--- src/rtl/cirb_pkg.sv ---
// constants, carriers and helpers for the can interrupt and bus-off recovery block
// assumes a 32-bit axi4-lite slave port and an external frame engine
package cirb_pkg;

   // register byte offsets
   localparam logic [7:0] OFS_CTRL = 8'h00;
   localparam logic [7:0] OFS_RFLG = 8'h04;
   localparam logic [7:0] OFS_RIER = 8'h08;
   localparam logic [7:0] OFS_TFLG = 8'h0c;
   localparam logic [7:0] OFS_TIER = 8'h10;
   localparam logic [7:0] OFS_MISC = 8'h14;
   localparam logic [7:0] OFS_STAT = 8'h18;

   // control_register_1 field positions
   localparam int CB_EN     = 0;
   localparam int CB_INIT   = 1;
   localparam int CB_SLP    = 2;
   localparam int CB_BUS_WAKEUP_ENABLE   = 3;
   localparam int CB_BUSOFF_RECOVERY_SELECT   = 4;
   localparam int CB_INIT_ACKNOWLEDGE = 8;
   localparam int CB_SLEEP_ACKNOWLEDGE  = 9;

   // receiver_flag_register and enable field positions
   localparam int RB_RXF = 0;
   localparam int RB_OVR = 1;
   localparam int RB_TST = 2;
   localparam int RB_RST = 4;
   localparam int RB_CSC = 6;
   localparam int RB_WUP = 7;
   localparam int MB_HOLD = 0;

   // reset values and the receiver enable write mask
   localparam logic [4:0] CTRL_RST = 5'h02;
   localparam logic [2:0] TXE_RST  = 3'h7;
   localparam logic [7:0] RIER_MASK = 8'hc3;

   // error state codes and counter limits
   localparam logic [1:0] ST_OK   = 2'h0;
   localparam logic [1:0] ST_WARN = 2'h1;
   localparam logic [1:0] ST_ERR  = 2'h2;
   localparam logic [1:0] ST_OFF  = 2'h3;
   localparam logic [8:0] LIM_WARN = 9'h060;
   localparam logic [8:0] LIM_ERR  = 9'h080;

   // recovery needs this many runs of recessive bits
   localparam int RECOV_COUNT    = 128;
   localparam int RECESSIVE_BITS = 11;

   localparam logic [1:0] RESP_OK     = 2'h0;
   localparam logic [1:0] RESP_SLVERR = 2'h2;

   typedef enum {BO_ACTIVE, BO_OFF} cirb_bo_e;

   // status from the frame engine
   typedef struct packed {
      logic       rx_frame_done;
      logic       rx_fifo_pending;
      logic       rx_overrun;
      logic [2:0] tx_done;
      logic [8:0] tec;
      logic [7:0] rec;
      logic       recessive_11;
      logic       bus_idle;
      logic       bus_activity;
   } cirb_eng_s;

   // commands to the frame engine
   typedef struct packed {
      logic       run;
      logic       rx_shift;
      logic [2:0] tx_sched;
      logic       recover;
   } cirb_ctl_s;

   // counter value to bus state
   function automatic logic [1:0] cirb_level(input logic [8:0] cnt);
      cirb_level = (cnt >= LIM_ERR) ? ST_ERR : (cnt >= LIM_WARN) ? ST_WARN : ST_OK;
   endfunction : cirb_level

   // word-aligned address match
   function automatic logic cirb_hit(input logic [7:0] a, input logic [7:0] ofs);
      cirb_hit = (a[7:2] == ofs[7:2]);
   endfunction : cirb_hit

endpackage : cirb_pkg

--- src/rtl/cirb_busoff.sv ---
// bus-off state and recovery counting
// assumes the engine clears its transmit counter at the edge of recover
`timescale 1ns/1ps
module cirb_busoff import cirb_pkg::*; #(
   parameter int RECOV_N = RECOV_COUNT
) (
   input  wire logic       aclk,
   input  wire logic       aresetn,
   input  wire logic       ce,
   input  wire logic       run,
   input  wire logic       off_cond,
   input  wire logic       recessive_11,
   input  wire logic       busoff_recovery_select,
   input  wire logic       hold,
   output logic            busoff,
   output logic            enter,
   output logic            recover,
   output logic [7:0]      cnt
);
   cirb_bo_e   state_reg;
   logic [7:0] cnt_reg;
   logic       done;

   // counting stalls while the module clocks are stopped
   assign done    = (cnt_reg == 8'(RECOV_N));
   assign enter   = (state_reg == BO_ACTIVE) && run && off_cond;
   assign recover = (state_reg == BO_OFF) && run && done && (!busoff_recovery_select || !hold);
   assign busoff  = (state_reg == BO_OFF);
   assign cnt     = cnt_reg;

   // state and run counter
   always_ff @(posedge aclk)
   begin
      if (!aresetn)
      begin
         state_reg <= BO_ACTIVE;
         cnt_reg   <= 8'h00;
      end
      else if (ce)
      begin
         case (state_reg)
            BO_ACTIVE:
            begin
               cnt_reg <= 8'h00;
               if (enter)
                  state_reg <= BO_OFF;
            end
            default:
            begin
               if (run && recessive_11 && !done)
                  cnt_reg <= cnt_reg + 8'h01;
               if (recover)
                  state_reg <= BO_ACTIVE;
            end
         endcase
      end
   end
endmodule : cirb_busoff

--- src/rtl/cirb_ctrl.sv ---
// can interrupt flags, mode handshakes and bus-off recovery control
// assumes a frame engine drives eng and obeys ctl; axi4-lite on aclk
//
// Register access over AXI4-Lite and the register addresses were left to the implementer.
`timescale 1ns/1ps
module cirb_ctrl import cirb_pkg::*; #(
   parameter int RECOV_N = RECOV_COUNT
) (
   input  wire logic        aclk,
   input  wire logic        aresetn,
   input  wire logic        ce,
   input  wire logic [7:0]  s_axi_awaddr,
   input  wire logic        s_axi_awvalid,
   output logic             s_axi_awready,
   input  wire logic [31:0] s_axi_wdata,
   input  wire logic [3:0]  s_axi_wstrb,
   input  wire logic        s_axi_wvalid,
   output logic             s_axi_wready,
   output logic [1:0]       s_axi_bresp,
   output logic             s_axi_bvalid,
   input  wire logic        s_axi_bready,
   input  wire logic [7:0]  s_axi_araddr,
   input  wire logic        s_axi_arvalid,
   output logic             s_axi_arready,
   output logic [31:0]      s_axi_rdata,
   output logic [1:0]       s_axi_rresp,
   output logic             s_axi_rvalid,
   input  wire logic        s_axi_rready,
   input  wire cirb_eng_s   eng,
   output cirb_ctl_s        ctl,
   input  wire logic        pwr_down,
   input  wire logic        rxd_in,
   output logic             rxd_int,
   output logic             irq_tx,
   output logic             irq_rx,
   output logic             irq_err,
   output logic             irq_wake
);
   // bus slave state
   logic        aw_ok_reg;
   logic        w_ok_reg;
   logic [7:0]  aw_addr_reg;
   logic [7:0]  w_data_reg;
   logic        w_lane_reg;
   logic        bvalid_reg;
   logic [1:0]  bresp_reg;
   logic        rvalid_reg;
   logic [31:0] rdata_reg;
   logic [1:0]  rresp_reg;
   logic [31:0] rd_mux;
   logic        rd_hit;

   // control and flags
   logic [4:0]  ctrl_reg;
   logic [4:0]  ctrl_next;
   logic        init_ack_reg;
   logic        slp_ack_reg;
   logic        bus_wakeup_enable_armed_reg;
   logic        rxf_reg;
   logic        ovr_reg;
   logic        csc_reg;
   logic        wup_reg;
   logic [1:0]  tx_state_field_reg;
   logic [1:0]  rx_state_field_reg;
   logic [7:0]  rier_reg;
   logic [2:0]  tier_reg;
   logic [2:0]  txe_reg;
   logic        hold_reg;

   logic        wr_fire;
   logic        w_ctrl;
   logic        w_rflg;
   logic        w_rier;
   logic        w_tflg;
   logic        w_tier;
   logic        w_misc;
   logic        wr_hit;
   logic        run;
   logic        shift_go;
   logic        rxf_set;
   logic        ovr_set;
   logic        csc_set;
   logic        wake_ev;
   logic [2:0]  txe_clr;
   logic [1:0]  tx_new;
   logic [1:0]  rx_new;
   logic        bo_busoff;
   logic        bo_enter;
   logic        bo_recover;
   logic [7:0]  bo_cnt;
   logic        slp_enter;

   // handshake readies drop while frozen so no beat is lost
   assign s_axi_awready = ce && !aw_ok_reg && !bvalid_reg;
   assign s_axi_wready  = ce && !w_ok_reg && !bvalid_reg;
   assign s_axi_arready = ce && !rvalid_reg;
   assign s_axi_bvalid  = bvalid_reg;
   assign s_axi_bresp   = bresp_reg;
   assign s_axi_rvalid  = rvalid_reg;
   assign s_axi_rdata   = rdata_reg;
   assign s_axi_rresp   = rresp_reg;

   // write decode; only byte lane 0 carries writable fields
   assign wr_fire = ce && aw_ok_reg && w_ok_reg;
   assign w_ctrl  = wr_fire && w_lane_reg && cirb_hit(aw_addr_reg, OFS_CTRL);
   assign w_rflg  = wr_fire && w_lane_reg && cirb_hit(aw_addr_reg, OFS_RFLG);
   assign w_rier  = wr_fire && w_lane_reg && cirb_hit(aw_addr_reg, OFS_RIER);
   assign w_tflg  = wr_fire && w_lane_reg && cirb_hit(aw_addr_reg, OFS_TFLG);
   assign w_tier  = wr_fire && w_lane_reg && cirb_hit(aw_addr_reg, OFS_TIER);
   assign w_misc  = wr_fire && w_lane_reg && cirb_hit(aw_addr_reg, OFS_MISC);
   assign wr_hit  = aw_addr_reg[7:2] <= OFS_STAT[7:2]; // whole status word answers okay

   // write address and data latches, response after both
   always_ff @(posedge aclk)
   begin
      if (!aresetn)
      begin
         aw_ok_reg   <= 1'b0;
         w_ok_reg    <= 1'b0;
         aw_addr_reg <= 8'h00;
         w_data_reg  <= 8'h00;
         w_lane_reg  <= 1'b0;
         bvalid_reg  <= 1'b0;
         bresp_reg   <= RESP_OK;
      end
      else if (ce)
      begin
         if (s_axi_awvalid && s_axi_awready)
         begin
            aw_ok_reg   <= 1'b1;
            aw_addr_reg <= s_axi_awaddr;
         end
         if (s_axi_wvalid && s_axi_wready)
         begin
            w_ok_reg   <= 1'b1;
            w_data_reg <= s_axi_wdata[7:0];
            w_lane_reg <= s_axi_wstrb[0];
         end
         if (wr_fire)
         begin
            aw_ok_reg  <= 1'b0;
            w_ok_reg   <= 1'b0;
            bvalid_reg <= 1'b1;
            bresp_reg  <= wr_hit ? RESP_OK : RESP_SLVERR;
         end
         else if (s_axi_bready)
            bvalid_reg <= 1'b0;
      end
   end

   // read decode
   always_comb
   begin
      rd_mux = 32'h0000_0000;
      rd_hit = 1'b1;
      if (cirb_hit(s_axi_araddr, OFS_CTRL))
         rd_mux = {22'h0, slp_ack_reg, init_ack_reg, 3'h0, ctrl_reg};
      else if (cirb_hit(s_axi_araddr, OFS_RFLG))
         rd_mux = {24'h0, wup_reg, csc_reg, rx_state_field_reg, tx_state_field_reg, ovr_reg, rxf_reg};
      else if (cirb_hit(s_axi_araddr, OFS_RIER))
         rd_mux = {24'h0, rier_reg};
      else if (cirb_hit(s_axi_araddr, OFS_TFLG))
         rd_mux = {29'h0, txe_reg};
      else if (cirb_hit(s_axi_araddr, OFS_TIER))
         rd_mux = {29'h0, tier_reg};
      else if (cirb_hit(s_axi_araddr, OFS_MISC))
         rd_mux = {31'h0, hold_reg};
      else if (cirb_hit(s_axi_araddr, OFS_STAT))
         rd_mux = {16'h0, bo_cnt, 7'h0, bo_busoff};
      else
         rd_hit = 1'b0;
   end

   // read channel, one beat at a time
   always_ff @(posedge aclk)
   begin
      if (!aresetn)
      begin
         rvalid_reg <= 1'b0;
         rdata_reg  <= 32'h0000_0000;
         rresp_reg  <= RESP_OK;
      end
      else if (ce)
      begin
         if (s_axi_arvalid && s_axi_arready)
         begin
            rvalid_reg <= 1'b1;
            rdata_reg  <= rd_mux;
            rresp_reg  <= rd_hit ? RESP_OK : RESP_SLVERR;
         end
         else if (s_axi_rready)
            rvalid_reg <= 1'b0;
      end
   end

   // module clocks stop when disabled, asleep or powered down
   assign run = ctrl_reg[CB_EN] && !slp_ack_reg && !pwr_down;

   // sleep needs empty tx buffers and an idle bus
   assign slp_enter = run && ctrl_reg[CB_SLP] && (&txe_reg) && eng.bus_idle;

   // wake only from an armed sleep, also after power down
   assign wake_ev = ctrl_reg[CB_EN] && slp_ack_reg && bus_wakeup_enable_armed_reg && eng.bus_activity;

   // unarmed sleep masks the bus so nothing can wake it
   assign rxd_int = rxd_in || (slp_ack_reg && !bus_wakeup_enable_armed_reg);

   // sleep request cannot be withdrawn before it is acknowledged
   always_comb
   begin
      ctrl_next = ctrl_reg;
      if (w_ctrl)
      begin
         ctrl_next = w_data_reg[4:0];
         if (ctrl_reg[CB_SLP] && !slp_ack_reg)
            ctrl_next[CB_SLP] = 1'b1;
      end
      if (wake_ev)
         ctrl_next[CB_SLP] = 1'b0;
   end

   // control and mode handshakes
   always_ff @(posedge aclk)
   begin
      if (!aresetn)
      begin
         ctrl_reg       <= CTRL_RST;
         init_ack_reg   <= 1'b0;
         slp_ack_reg    <= 1'b0;
         bus_wakeup_enable_armed_reg <= 1'b0;
      end
      else if (ce)
      begin
         ctrl_reg     <= ctrl_next;
         init_ack_reg <= ctrl_reg[CB_EN] && ctrl_reg[CB_INIT];
         if (slp_enter)
         begin
            slp_ack_reg    <= 1'b1;
            bus_wakeup_enable_armed_reg <= ctrl_reg[CB_BUS_WAKEUP_ENABLE];
         end
         else if (wake_ev || !ctrl_reg[CB_SLP] || !ctrl_reg[CB_EN])
            slp_ack_reg <= 1'b0;
      end
   end

   // receive path: frame end or a queued message fills the foreground
   assign shift_go = run && !rxf_reg && eng.rx_fifo_pending && !eng.rx_frame_done;
   assign rxf_set  = (run && eng.rx_frame_done) || shift_go;
   assign ovr_set  = run && eng.rx_overrun;

   // state codes; bus-off overrides the tx counter level
   assign tx_new  = bo_busoff ? ST_OFF : cirb_level(eng.tec);
   assign rx_new  = cirb_level({1'b0, eng.rec});
   assign csc_set = run && ((tx_new != tx_state_field_reg) || (rx_new != rx_state_field_reg));

   // a tx buffer that finishes cannot be cleared in the same cycle
   assign txe_clr = (w_tflg ? w_data_reg[2:0] : 3'h0) & ~eng.tx_done;

   // flags: set wins over a write-one clear
   always_ff @(posedge aclk)
   begin
      if (!aresetn)
      begin
         rxf_reg   <= 1'b0;
         ovr_reg   <= 1'b0;
         csc_reg   <= 1'b0;
         wup_reg   <= 1'b0;
         tx_state_field_reg <= ST_OK;
         rx_state_field_reg <= ST_OK;
         txe_reg   <= TXE_RST;
         hold_reg  <= 1'b0;
      end
      else if (ce)
      begin
         rxf_reg <= rxf_set || (rxf_reg && !(w_rflg && w_data_reg[RB_RXF]));
         ovr_reg <= ovr_set || (ovr_reg && !(w_rflg && w_data_reg[RB_OVR]));
         csc_reg <= csc_set || (csc_reg && !(w_rflg && w_data_reg[RB_CSC]));
         wup_reg <= wake_ev || (wup_reg && !(w_rflg && w_data_reg[RB_WUP]));
         txe_reg <= eng.tx_done | (txe_reg & ~txe_clr);
         hold_reg <= (bo_enter && ctrl_reg[CB_BUSOFF_RECOVERY_SELECT]) || (hold_reg && !(w_misc && w_data_reg[MB_HOLD]));
         if (csc_set)
         begin
            tx_state_field_reg <= tx_new;
            rx_state_field_reg <= rx_new;
         end
      end
   end

   // enables
   always_ff @(posedge aclk)
   begin
      if (!aresetn)
      begin
         rier_reg <= 8'h00;
         tier_reg <= 3'h0;
      end
      else if (ce)
      begin
         if (w_rier)
            rier_reg <= w_data_reg & RIER_MASK;
         if (w_tier)
            tier_reg <= w_data_reg[2:0];
      end
   end

   // bus-off state machine and recovery count
   cirb_busoff #(
      .RECOV_N      (RECOV_N)
   ) u_busoff (
      .aclk         (aclk),
      .aresetn      (aresetn),
      .ce           (ce),
      .run          (run),
      .off_cond     (eng.tec[8]),
      .recessive_11 (eng.recessive_11),
      .busoff_recovery_select         (ctrl_reg[CB_BUSOFF_RECOVERY_SELECT]),
      .hold         (hold_reg),
      .busoff       (bo_busoff),
      .enter        (bo_enter),
      .recover      (bo_recover),
      .cnt          (bo_cnt)
   );

   // requests stay up as long as an enabled flag stays set
   assign irq_tx   = |(txe_reg & tier_reg);
   assign irq_rx   = rxf_reg && rier_reg[RB_RXF];
   assign irq_err  = (csc_reg && rier_reg[RB_CSC]) || (ovr_reg && rier_reg[RB_OVR]);
   assign irq_wake = wup_reg && rier_reg[RB_WUP];

   // engine commands
   assign ctl.run      = run;
   assign ctl.rx_shift = shift_go;
   assign ctl.tx_sched = ~txe_reg;
   assign ctl.recover  = bo_recover;
endmodule : cirb_ctrl

--- config.mk ---
export PLATFORM = sky130hd
export DESIGN_NAME = cirb_ctrl
export DESIGN_NICKNAME = d
export VERILOG_FILES = /design/src/rtl/cirb_pkg.sv /design/src/rtl/cirb_busoff.sv /design/src/rtl/cirb_ctrl.sv
export SDC_FILE = /design/constraint.sdc
export NUM_CORES = 1
export LEC_CHECK = 0
export BUFFER_PORTS_ARGS = -buffer_cell sky130_fd_sc_hd__buf_2
export CAP_MARGIN = 20
export CORE_AREA = 2 2 113 115
export CTS_CLUSTER_DIAMETER = 100
export DETAILED_ROUTE_END_ITERATION = 10
export DIE_AREA = 0 0 115 117
export PLACE_DENSITY = 0.65
export SLEW_MARGIN = 15
export SYNTH_ARGS = -nofsm -noshare
export SYNTH_HDL_FRONTEND = slang
export SYNTH_SLANG_ARGS = --single-unit
--- constraint.sdc ---
create_clock -name aclk -period 2.5 [get_ports aclk]
set_input_delay 0.5 -clock aclk [delete_from_list [all_inputs] [get_ports aclk]]
set_output_delay 0.5 -clock aclk [all_outputs]
set_load 0.01 [all_outputs]
# Yosys cells after proc, flatten, opt, wreduce, memory -nomap -nowiden
# Cells that the tools add are included.
# W data, S select, Z words.
# totals
register_bits	124
input_bits	88
out_inout_bits	52
wordCells	214
# op_classes
addsub	1
order_cmp	5
n_eq_ne	16
mux	40
n_bitwise	7
n_reduce_logical	118
# op_table
op	n
$mux W16	7
$mux W32	3
$logic_not A32 Y1	2
$logic_and A1 B1 Y1	56
$eq A32 B2 Y1 const B	1
$reduce_and A2 Y1	16
$eq A6 B3 Y1 const B	5
$eq A6 B2 Y1 const B	4
$mux W1	21
$logic_not A1 Y1	19
$mux W8	2
$reduce_bool A2 Y1	8
$eq A6 B1 Y1 const B	2
$logic_not A6 Y1	2
$logic_or A1 B1 Y1	12
$mux W2	5
$and A3 B3 Y3	3
$ge A9 B7 Y1 const B	1
$ge A9 B8 Y1 const B	1
$not A3 Y3	3
$add A8 B1 Y8 const B	1
$eq A8 B8 Y1 const B	1
$ge A8 B7 Y1 const B	1
$ge A8 B8 Y1 const B	1
other kinds (7)	10

# Depth between registers and ports, before layout
# Gate-level depths: netlist (run 1).
# depth
word_depth	9
mapped_depth	7
mapped_depth_nobuf	7

# Cells and area by module
# Synthesis (run 1) repeated with hierarchy kept, for this count alone.
# hier_totals
cells_unflattened	426
area_unflattened_um2	3626.0
# by_module_without_submodules
mod	instances	cells_per_inst	area_each_um2
cirb_ctrl	1	366	3120.5
cirb_busoff	1	60	505.5

# Worst setup path before layout (run 1)
# OpenSTA, ideal clock, no wires.
# synth_timing
kind	input-to-reg
startpoint	in ce
endpoint	reg u_busoff.cnt_reg[1], in the netlist u_busoff.cnt[1]
setup_ns	0.117
arrival_time_ns	1.716
required_time_ns	2.383
setup_slack_ns	0.667
stages	6
n_path_buf	1
cell_sequence	buf_2 > nand4bb_4 > a311o_2 > mux2_4 > a22oi_2 > nor2b_1
# synth_via
elab_chain_len	1
# synth_lines
element	line	rtl
start, declared	cirb_ctrl.sv:11	input wire logic ce,
$reduce_and A2 Y1 (no line)	-	
end signal, assigned	cirb_busoff.sv:51	cnt_reg <= cnt_reg + 8'h01;
end, declared	cirb_busoff.sv:21	logic [7:0] cnt_reg;
# Every way passes these cells.
# A chain may end at the register's enable or synchronous reset.

==> flow_metrics.py, run 1 <==
metrics = {
    "worst_setup_path": {
        "startpoint_type": "flop",
        "worstPathCellList": "inv_1, ha_1, nor4b_2, nand3_1, nor2_1, buf_2",
        "required_ps": 2000,
        "cpMaxStageDelayCell": "dfxtp_1",
        "critPathKind": "flop to output port",
        "arrival_ps": 1700,
        "crit_buf_inv": 2,
        "cp_top_family": "simple AND/OR/NAND/NOR gates",
        "slowest_delay_ps": 340,
        "path_max_fanout": 4,
        "worstSetupEndpointType": "output port",
    },
    "detailed_routing": {
        "viasPerCell": 4.84,
        "via_count": 3177,
        "ant_nets": 0,
        "routed_wl_um": 9640,
        "first_iter_violations": 182,
        "wl_per_cell_um": 14.7,
        "drc_errors": 0,
        "dr.pass1.iters": 6,
    },
    "final_layout": {
        "fin_nets": 592,
        "layout_commonest_cell": "buf_2",
        "largest_reg_flops": 16,
        "layout_common_cells": "buf_2, dfxtp_1, nand2_1",
        "fin_util_pct": 35.3,
        "instances_no_fill": 656,
        "ff_latch_area_um2": 1440,
        "fill_cells": 1278,
        "diodes": 0,
        "multi_input_area_um2": 1950,
        "drive_gt1_share_pct": 22.9,
        "synthToLayoutAreaGrowth_pct": 20.1,
    },
    "timing": {
        "max_slew_margin_pct": 66.6,
        "rsz0062_at_grt": "false",
        "post-route-min-period_ps": 2200,
        "fin_worst_skew_ps": 4.78,
        "setup_tns_ps": 0,
        "max_slew.worst_pin.slew_ps": 497,
        "period_share_pct": 88.0,
        "setup_viol": 0,
        "max_freq_mhz": 454,
        "finalHoldViolCount": 0,
        "finalMaxSlewViolations": 0,
    },
    "worst_hold_path": {
        "hold_path.class": "input port to flop",
    },
    "flow_run": {
        "timing.max_cap.violations": 0,
    },
    "global_route": {
        "grt_pass1_wl_um": 15300,
        "gr-usage-all-layers_pct": 14.6,
        "grt_antenna_before_repair": 0,
        "grt_max_degree": 50,
        "grt_overflow": 0,
        "first_global_vias": 3002,
    },
    "logic_synthesis": {
        "synth.top_cell.area_share_pct": 39.9,
        "synth_area_leaders": "dfxtp_1, nand2_1, nor2b_1",
        "synth_warnings": 0,
        "yosysTopAreaCell": "dfxtp_1",
        "syn-cell-area_um2": 3610,
        "netlist_instances": 432,
        "synthArstFlopShare_pct": 0,
        "synth.distinct_cells": 55,
        "ys_seq_elements": 72,
        "postSynthAreaPerCell_um2": 8.36,
        "synth_edf_count": 0,
        "yosysSeqAreaShare_pct": 39.9,
        "synthFlopType": "dfxtp_1",
    },
    "place": {
        "gp_congestion": 0.830,
        "dp_hpwl_um": 7300,
        "io_buffers": 79,
        "dp_cells": 641,
    },
    "run_status": {
        "status": "finished clean",
    },
    "die": {
        "core_area_um2": 12300,
        "initial_core_util_pct": 29.3,
        "die-area_um2": 13500,
        "pin_count": 140,
        "row_count": 41,
        "die_w_um": 115,
        "dieHeight_um": 117,
    },
    "clock_network": {
        "numCtsBuffers": 9,
        "cts_sinks": 72,
        "clock-root-buffer": "clkbuf_16",
        "path_clk_slew_ps": 60,
        "cts_buffer_depth": 2,
        "clkLatencyLatePin_ps": 330,
        "holdBufCountCts": 0,
        "tritoncts": "built",
        "htree_levels": 3,
    },
    "power_and_ir_drop": {
        "irDropWorstVdd_uv": 356,
        "leakage_nw": 1.78,
        "power.density_nw_per_um2": 581,
    },
}
==> what timing repair did <==
action                     4_1_cts  5_1_grt
resized for setup                0        1
setup endpoints to repair        0        1
setup buffers                    0        0
==> area by class of cell <==
cell class,count,share of cell area [%]
multi-input cells,321,44.9
inverters,13,1.12
clock inverters,6,0.865
clock buffers,9,5.19
repair buffers,85,10.4
well taps,150,4.32
flip-flops and latches,72,33.2
==> final timing paths <==
path | start | slack [ps] | depth (start not counted) | endpoint
max | u_busoff.cnt[0] | 300 | 6 | ctl[0]
max reg2reg | u_busoff.cnt[0] | 590 | 7 | u_busoff.cnt[1]
min | eng[21] | 390 | 3 | txe_reg[1]
min reg2reg | w_data_reg[4] | 460 | 2 | w_data_reg[4]
==> layer usage <==
layer,vias to the layer above,global-route usage (%),wire [um]
met1,1477,18.4,4380
met5,-,0,0
met2,101,25.4,4660
met3,13,2.52,481
met4,0,4.66,111
li1,1586,-,-
==> worst register-to-register path: stages, from the launching register on <==
cell,delay [ps]
dfxtp_1,390
inv_1,100
ha_1,200
nor4b_2,160
a311o_2,460
mux2_4,330
a22oi_2,110
nor2b_1,60
==> per-stage QoR <==
stage	total power, mW	instance area (um2)	hold slack (ps)	worst slack, ps
after CTS	2.53	4330	396	164
after detailed placement	1.40	4070	461	383
after global routing	2.61	4340	402	172
after floorplan	1.35	3680	443	667
after global placement	1.40	4070	451	436
final	2.52	4340	390	299
==> synth_stat cells, drive strengths merged (2+ instances only) <==
cell	number
nor4b	2
xor2	3
nand3b	2
nand4	5
nor2b	33
xnor2	5
mux2i	17
nand2	66
nor4	8
or3	4
nor3b	5
and3	3
mux2	3
a21oi	19
dfxtp	72
clkbuf	18
buf	25
inv	13
ha	2
and2	8
a21boi	20
nor3	6
nor2	25
nand3	19
a22oi	12
o21ai	16
==> power by group <==
| part | internal (mW) | switching [mW] |
|---|---|---|
| Clock | 0.661 | 0.482 |
| Sequential | 1.17 | 0.0181 |
| Combinational | 0.0805 | 0.115 |
| Total | 1.91 | 0.615 |
==> kinds of logic (layout without fill, tap and decap cells) <==
group | count (synthesis) | after routing | synth area share (%)
flip-flops | 72 | 72 | 39.9
XOR/XNOR | 8 | 8 | 1.94
AO/OA/AOI/OAI | 78 | 78 | 14.3
multiplexers | 21 | 21 | 6.37
buffers and inverters | 56 | 113 | 8.17
AND/OR/NAND/NOR | 194 | 194 | 28.6
adder cells (fa/ha/maj) | 2 | 2 | 0.692
other | 1 | 18 | 0.104
No activity file was read; power rests on OpenSTA's default activity.
==> run 2, diff against run 1 <==
Settings changed: ABC_AREA from default to 1, CORE_AREA 2 2 113 115 to 2 2 114 116, CTS_CLUSTER_DIAMETER 100 to default, DIE_AREA 0 0 115 117 to 0 0 116 118, PLACE_DENSITY 0.65 to 0.64.
==> run 2 against run 1 <==
  * Sequential share of layout area down 0.65 points
  * Setup slack improved by 42 ps
  * First-iteration DRC count is 37% lower
  * Global-route usage increased by 0.29 points
  * Fmax rose by 1.9%
  * Register-to-register slack improved by 440 ps
  * Critical endpoint unchanged
  * Die area increased by 1.7%
  * Sequential cell count stayed put
  * Largest cell class unchanged
==> flow_metrics.py, run 2 <==
metrics = {
    "worst_setup_path": {
        "worstSetupEndpointType": "output port",
        "cp_top_family": "simple AND/OR/NAND/NOR gates",
        "slowest_delay_ps": 340,
        "path_max_fanout": 4,
        "worstPathCellList": "inv_1, ha_1, nand4_2, nor4_1, buf_2",
        "rrSetupSlack_ps": 1030,
        "arrival_ps": 1660,
        "crit_buf_inv": 2,
        "cpMaxStageDelayCell": "dfxtp_1",
        "critPathKind": "flop to output port",
        "startpoint_type": "flop",
        "required_ps": 2000,
    },
    "clock_network": {
        "tritoncts": "built",
        "post-cts-setup-buffers": 0,
        "clock-root-buffer": "clkbuf_16",
        "cts_buffer_depth": 2,
        "cts_sinks": 72,
        "path_clk_slew_ps": 60,
        "holdBufCountCts": 0,
        "ctsResizeCount": 0,
        "htree_levels": 3,
        "clkLatencyLatePin_ps": 330,
        "numCtsBuffers": 9,
    },
    "logic_synthesis": {
        "syn-cell-area_um2": 3640,
        "ys_seq_elements": 72,
        "yosysTopAreaCell": "dfxtp_1",
        "netlist_instances": 514,
        "synth_warnings": 0,
        "synth.distinct_cells": 38,
        "synthFlopType": "dfxtp_1",
        "synth_commonest_cells": "nand2_1, dfxtp_1, a21oi_1",
        "synthArstFlopShare_pct": 0,
        "synth_edf_count": 0,
        "synth.top_cell.area_share_pct": 39.6,
        "synth_area_leaders": "dfxtp_1, nand2_1, a21oi_1",
        "postSynthAreaPerCell_um2": 7.09,
        "yosysMostFrequentCell": "nand2_1",
        "yosysSeqAreaShare_pct": 39.6,
    },
    "final_layout": {
        "largest_reg_flops": 16,
        "synthToLayoutAreaGrowth_pct": 21.5,
        "final_area_um2": 4430,
        "drive_gt1_share_pct": 21.8,
        "layout_common_cells": "nand2_1, buf_2, dfxtp_1",
        "layout_commonest_cell": "nand2_1",
        "fill_cells": 1375,
        "fin_util_pct": 35.7,
        "fin_nets": 681,
        "diodes": 0,
    },
    "die": {
        "die-area_um2": 13700,
        "pin_count": 140,
        "die_w_um": 116,
        "core_area_um2": 12400,
        "dieHeight_um": 118,
        "row_count": 41,
        "initial_core_util_pct": 29.3,
    },
    "detailed_routing": {
        "first_iter_violations": 114,
        "drc_errors": 0,
        "routed_wl_um": 9920,
        "wl_per_cell_um": 12.9,
        "ant_nets": 0,
        "viasPerCell": 4.48,
        "dr.pass1.iters": 4,
        "via_count": 3444,
    },
    "timing": {
        "setup_viol": 0,
        "finalHoldViolCount": 0,
        "finalMaxSlewViolations": 0,
        "post-route-min-period_ps": 2160,
        "max_freq_mhz": 463,
        "fin_hold_ws_ps": 398,
        "period_share_pct": 86.4,
        "setup_tns_ps": 0,
        "rsz0062_at_grt": "false",
        "fin_worst_skew_ps": 7.80,
    },
    "place": {
        "gp_congestion": 0.858,
        "dp_hpwl_um": 7420,
        "place_area_um2": 4130,
        "io_buffers": 79,
    },
    "global_route": {
        "grt_pass1_wl_um": 16000,
        "grt_antenna_before_repair": 0,
        "gr-usage-all-layers_pct": 14.8,
        "first_global_vias": 3306,
        "grt_max_degree": 40,
        "grt_overflow": 0,
    },
    "flow_run": {
        "timing.max_cap.violations": 0,
    },
    "worst_hold_path": {
        "hold_path.class": "input port to flop",
    },
    "power_and_ir_drop": {
        "power.density_nw_per_um2": 614,
        "irDropWorstVdd_uv": 328,
        "leakage_nw": 1.91,
    },
    "run_status": {
        "status": "finished clean",
    },
}
[run 2: cell type report]
class	count	area, um2	share of cell area (%)
clock buffers	10	229	5.17
clock inverters	6	68.8	1.55
inverters	63	239	5.40
multi-input cells	362	1810	40.8
flip-flops and latches	72	1440	32.6
well taps	172	215	4.86
repair buffers	83	425	9.61
[run 2: metal layers]
| layer | part of all wire, % | routed length, um | track usage [%] |
|---|---|---|---|
| met5 | 0 | 0 | 0 |
| met1 | 48 | 4730 | 19.5 |
| met2 | 45 | 4500 | 23.8 |
| met3 | 4.7 | 471 | 2.73 |
| met4 | 2.2 | 222 | 5.95 |
[run 2: tightest hold or removal path: stages]
cell and delay [ps]:
buf_2 80, a21oi_1 60, nand2_1 60
[run 2: report_power, final]
group | internal [mW] | switching, mW | leakage [nW]
Clock | 0.778 | 0.517 | 0.143
Combinational | 0.0773 | 0.156 | 1.18
Sequential | 1.17 | 0.0162 | 0.584
[run 2: kinds of logic (layout without fill, tap and decap cells)]
| family | after synthesis | after routing | synth area share, % |
|---|---|---|---|
| AOI/OAI and AO/OA | 118 | 118 | 17.4 |
| xor gates and xnor gates | 4 | 4 | 0.962 |
| adders and majority gates | 2 | 2 | 0.687 |
| buffers and inverters | 97 | 162 | 12.5 |
| DFF | 72 | 72 | 39.6 |
| other | 1 | 18 | 0.103 |
| and+or+nand+nor | 220 | 220 | 28.7 |
[run 2: metrics by stage]
step	power [mW]	cells	setup slack [ps]
6_report	2.72	768	341
4_1_cts	2.74	768	353
5_1_grt	2.81	768	180
3_5_place_dp	1.45	752	544
3_3_place_gp	1.45	752	486
2_1_floorplan	1.38	531	830
[run 2: path summary, 6_finish.rpt]
check / from / end / depth (start not counted)
worst max-delay path: u_busoff.cnt[0] / ctl[0] / 5
worst min register to register: s_axi_rdata[15] / s_axi_rdata[15] / 2
worst max register to register: aw_addr_reg[7] / ctrl_reg[2] / 8
worst min-delay path: eng[20] / txe_reg[0] / 3
==> run 3, diff against run 2 <==
Settings changed: CELL_PAD_IN_SITES_DETAIL_PLACEMENT from default to 0, CELL_PAD_IN_SITES_GLOBAL_PLACEMENT from default to 1, PLACE_DENSITY 0.64 to 0.83.
==> run 3 against run 2 <==
  * Clock skew down 0.86 ps
  * Sequential cell count stayed put
  * Non-clock buffer count did not move
  * Global-route usage up 0.47 points
  * Final area is 1.2% higher
  * Via count is 2.3% higher
  * Fmax increased by 0.25%
  * Power increased by 7.2%
==> flow_metrics.py, run 3 (synthesis results as in run 2) <==
metrics = {
    "timing": {
        "fin_worst_skew_ps": 6.94,
        "finalHoldViolCount": 0,
        "period_share_pct": 86.1,
        "finalMaxSlewViolations": 0,
        "setup_viol": 0,
        "post-route-min-period_ps": 2150,
        "rsz0062_at_grt": "false",
        "max_freq_mhz": 464,
        "finalWorstSetupSlack_ps": 346,
        "setup_tns_ps": 0,
    },
    "worst_setup_path": {
        "worstPathCellList": "inv_2, nor3_4, inv_2, nor4_1, buf_2",
        "startpoint_type": "flop",
        "slowest_delay_ps": 420,
        "reg2reg_depth": 8,
        "required_ps": 2000,
        "cpMostUsedCell": "inv_2",
        "rrSetupSlack_ps": 1010,
        "worstReg2RegEnd": "tx_state_field_reg[1]",
        "worstSetupEndpointType": "output port",
        "path_max_fanout": 5,
        "arrival_ps": 1650,
        "cpMaxStageDelayCell": "dfxtp_1",
        "critPathKind": "flop to output port",
        "timing.rr.start": "u_busoff.state_reg[0]",
    },
    "global_route": {
        "grt_antenna_before_repair": 0,
        "grt_max_degree": 40,
        "gr-usage-all-layers_pct": 15.3,
        "grt_overflow": 0,
        "grt_pass1_wl_um": 16200,
        "first_global_vias": 3335,
    },
    "die": {
        "die-area_um2": 13700,
        "core_area_um2": 12400,
        "dieHeight_um": 118,
        "initial_core_util_pct": 29.3,
        "row_count": 41,
        "die_w_um": 116,
        "pin_count": 140,
    },
    "detailed_routing": {
        "first_iter_violations": 193,
        "via_count": 3522,
        "routed_wl_um": 10100,
        "wl_per_cell_um": 13.2,
        "ant_nets": 0,
        "dr.pass1.iters": 4,
        "drc_errors": 0,
        "viasPerCell": 4.58,
    },
    "power_and_ir_drop": {
        "finalPower_mw": 2.92,
        "p_int_mw": 2.25,
        "power.switching_mw": 0.662,
        "swShare_pct": 22.7,
        "leakage_nw": 1.93,
        "power_frac_clock_pct": 51.2,
        "pwr-share-seq_pct": 40.9,
        "p_comb_share_pct": 8.0,
        "irDropWorstVdd_uv": 342,
        "power.density_nw_per_um2": 651,
    },
    "clock_network": {
        "cts_buffer_depth": 2,
        "clkLatencyLatePin_ps": 340,
        "tritoncts": "built",
        "htree_levels": 3,
        "post-cts-setup-buffers": 0,
        "path_clk_slew_ps": 60,
        "cts_sinks": 72,
        "numCtsBuffers": 9,
        "holdBufCountCts": 0,
        "clock-root-buffer": "clkbuf_16",
        "ctsResizeCount": 0,
    },
    "worst_hold_path": {
        "holdPathStages": 3,
        "min_to": "txe_reg[2]",
        "hold_path.class": "input port to flop",
        "min_from": "eng[22]",
    },
    "place": {
        "place_ws_ps": 490,
        "dp_hpwl_um": 7500,
        "gp_congestion": 0.816,
        "io_buffers": 79,
        "place_area_um2": 4130,
    },
    "final_layout": {
        "drive_gt1_share_pct": 21.8,
        "fill_cells": 1351,
        "multi_input_area_um2": 1810,
        "synthToLayoutAreaGrowth_pct": 22.9,
        "largest_reg_flops": 16,
        "ff_latch_area_um2": 1440,
        "layout_commonest_cell": "nand2_1",
        "fin_nets": 681,
        "fin_util_pct": 36.1,
        "final_area_um2": 4480,
        "layout_common_cells": "nand2_1, buf_2, dfxtp_1",
    },
    "flow_run": {
        "timing.max_cap.violations": 0,
    },
    "run_status": {
        "status": "finished clean",
    },
}
[run 3: cell types whose count changed in the layout (fill, tap and decap cells not counted)]
| cell | change |
|---|---|
| bufinv_16 | +2 |
| clkbuf_8 | +1 |
| clkinv_4 | -1 |
| clkinvlp_4 | -1 |
| diode_2 | +1 |
| inv_6 | -1 |
[run 3: layout make-up]
cell class	count	area share, %
multi-input combinational	362	40.4
sequential	72	32.2
timing repair buffer	83	9.50
clock buffer	11	5.42
inverter	63	5.34
tap	172	4.81
clock inverter	5	2.32
antenna	1	0.0559
[run 3: per-stage QoR]
step | hold slack, ps | std cells
global route | 393 | 768
CTS | 378 | 768
finish | 382 | 769
detailed placement | 453 | 752
floorplan | 444 | 531
global placement | 451 | 752
[run 3: worst max path at each step]
stage,from,endpoint,slack (ps),depth (start not counted)
6_report,ctrl_reg[0],ctl[0],350,5
3_5_place_dp,pwr_down,ctl[0],490,5
5_1_grt,ctrl_reg[0],ctl[0],220,5
3_3_place_gp,pwr_down,ctl[0],470,5
4_1_cts,ctrl_reg[0],ctl[0],280,5
2_1_floorplan,pwr_down,ctl[0],830,4
[run 3: power groups by stage]
stage	Clock [mW]	Combinational [mW]	Sequential (mW)
final	1.49	0.233	1.19
after global routing	1.57	0.262	1.19
after CTS	1.52	0.234	1.19
after detailed placement	0	0.233	1.22
after global placement	0	0.228	1.22
after floorplan	0	0.162	1.22
[run 3: routing by layer]
layer / routed length, um / vias up / GRT usage [%] / share of wire (%)
li1: - / 1808 / - / -
met3: 773 / 9 / 4.53 / 7.6
met5: 0 / - / 0 / 0
met2: 4550 / 119 / 23.7 / 45
met1: 4680 / 1586 / 20.3 / 46
met4: 133 / 0 / 5.06 / 1.3
[run 3: worst max-delay path, delay by kind of cell (launching register included)]
family,cells,cell delay [ps]
buffers and inverters,3,390
flip-flops,1,420
AND/OR/NAND/NOR,2,500
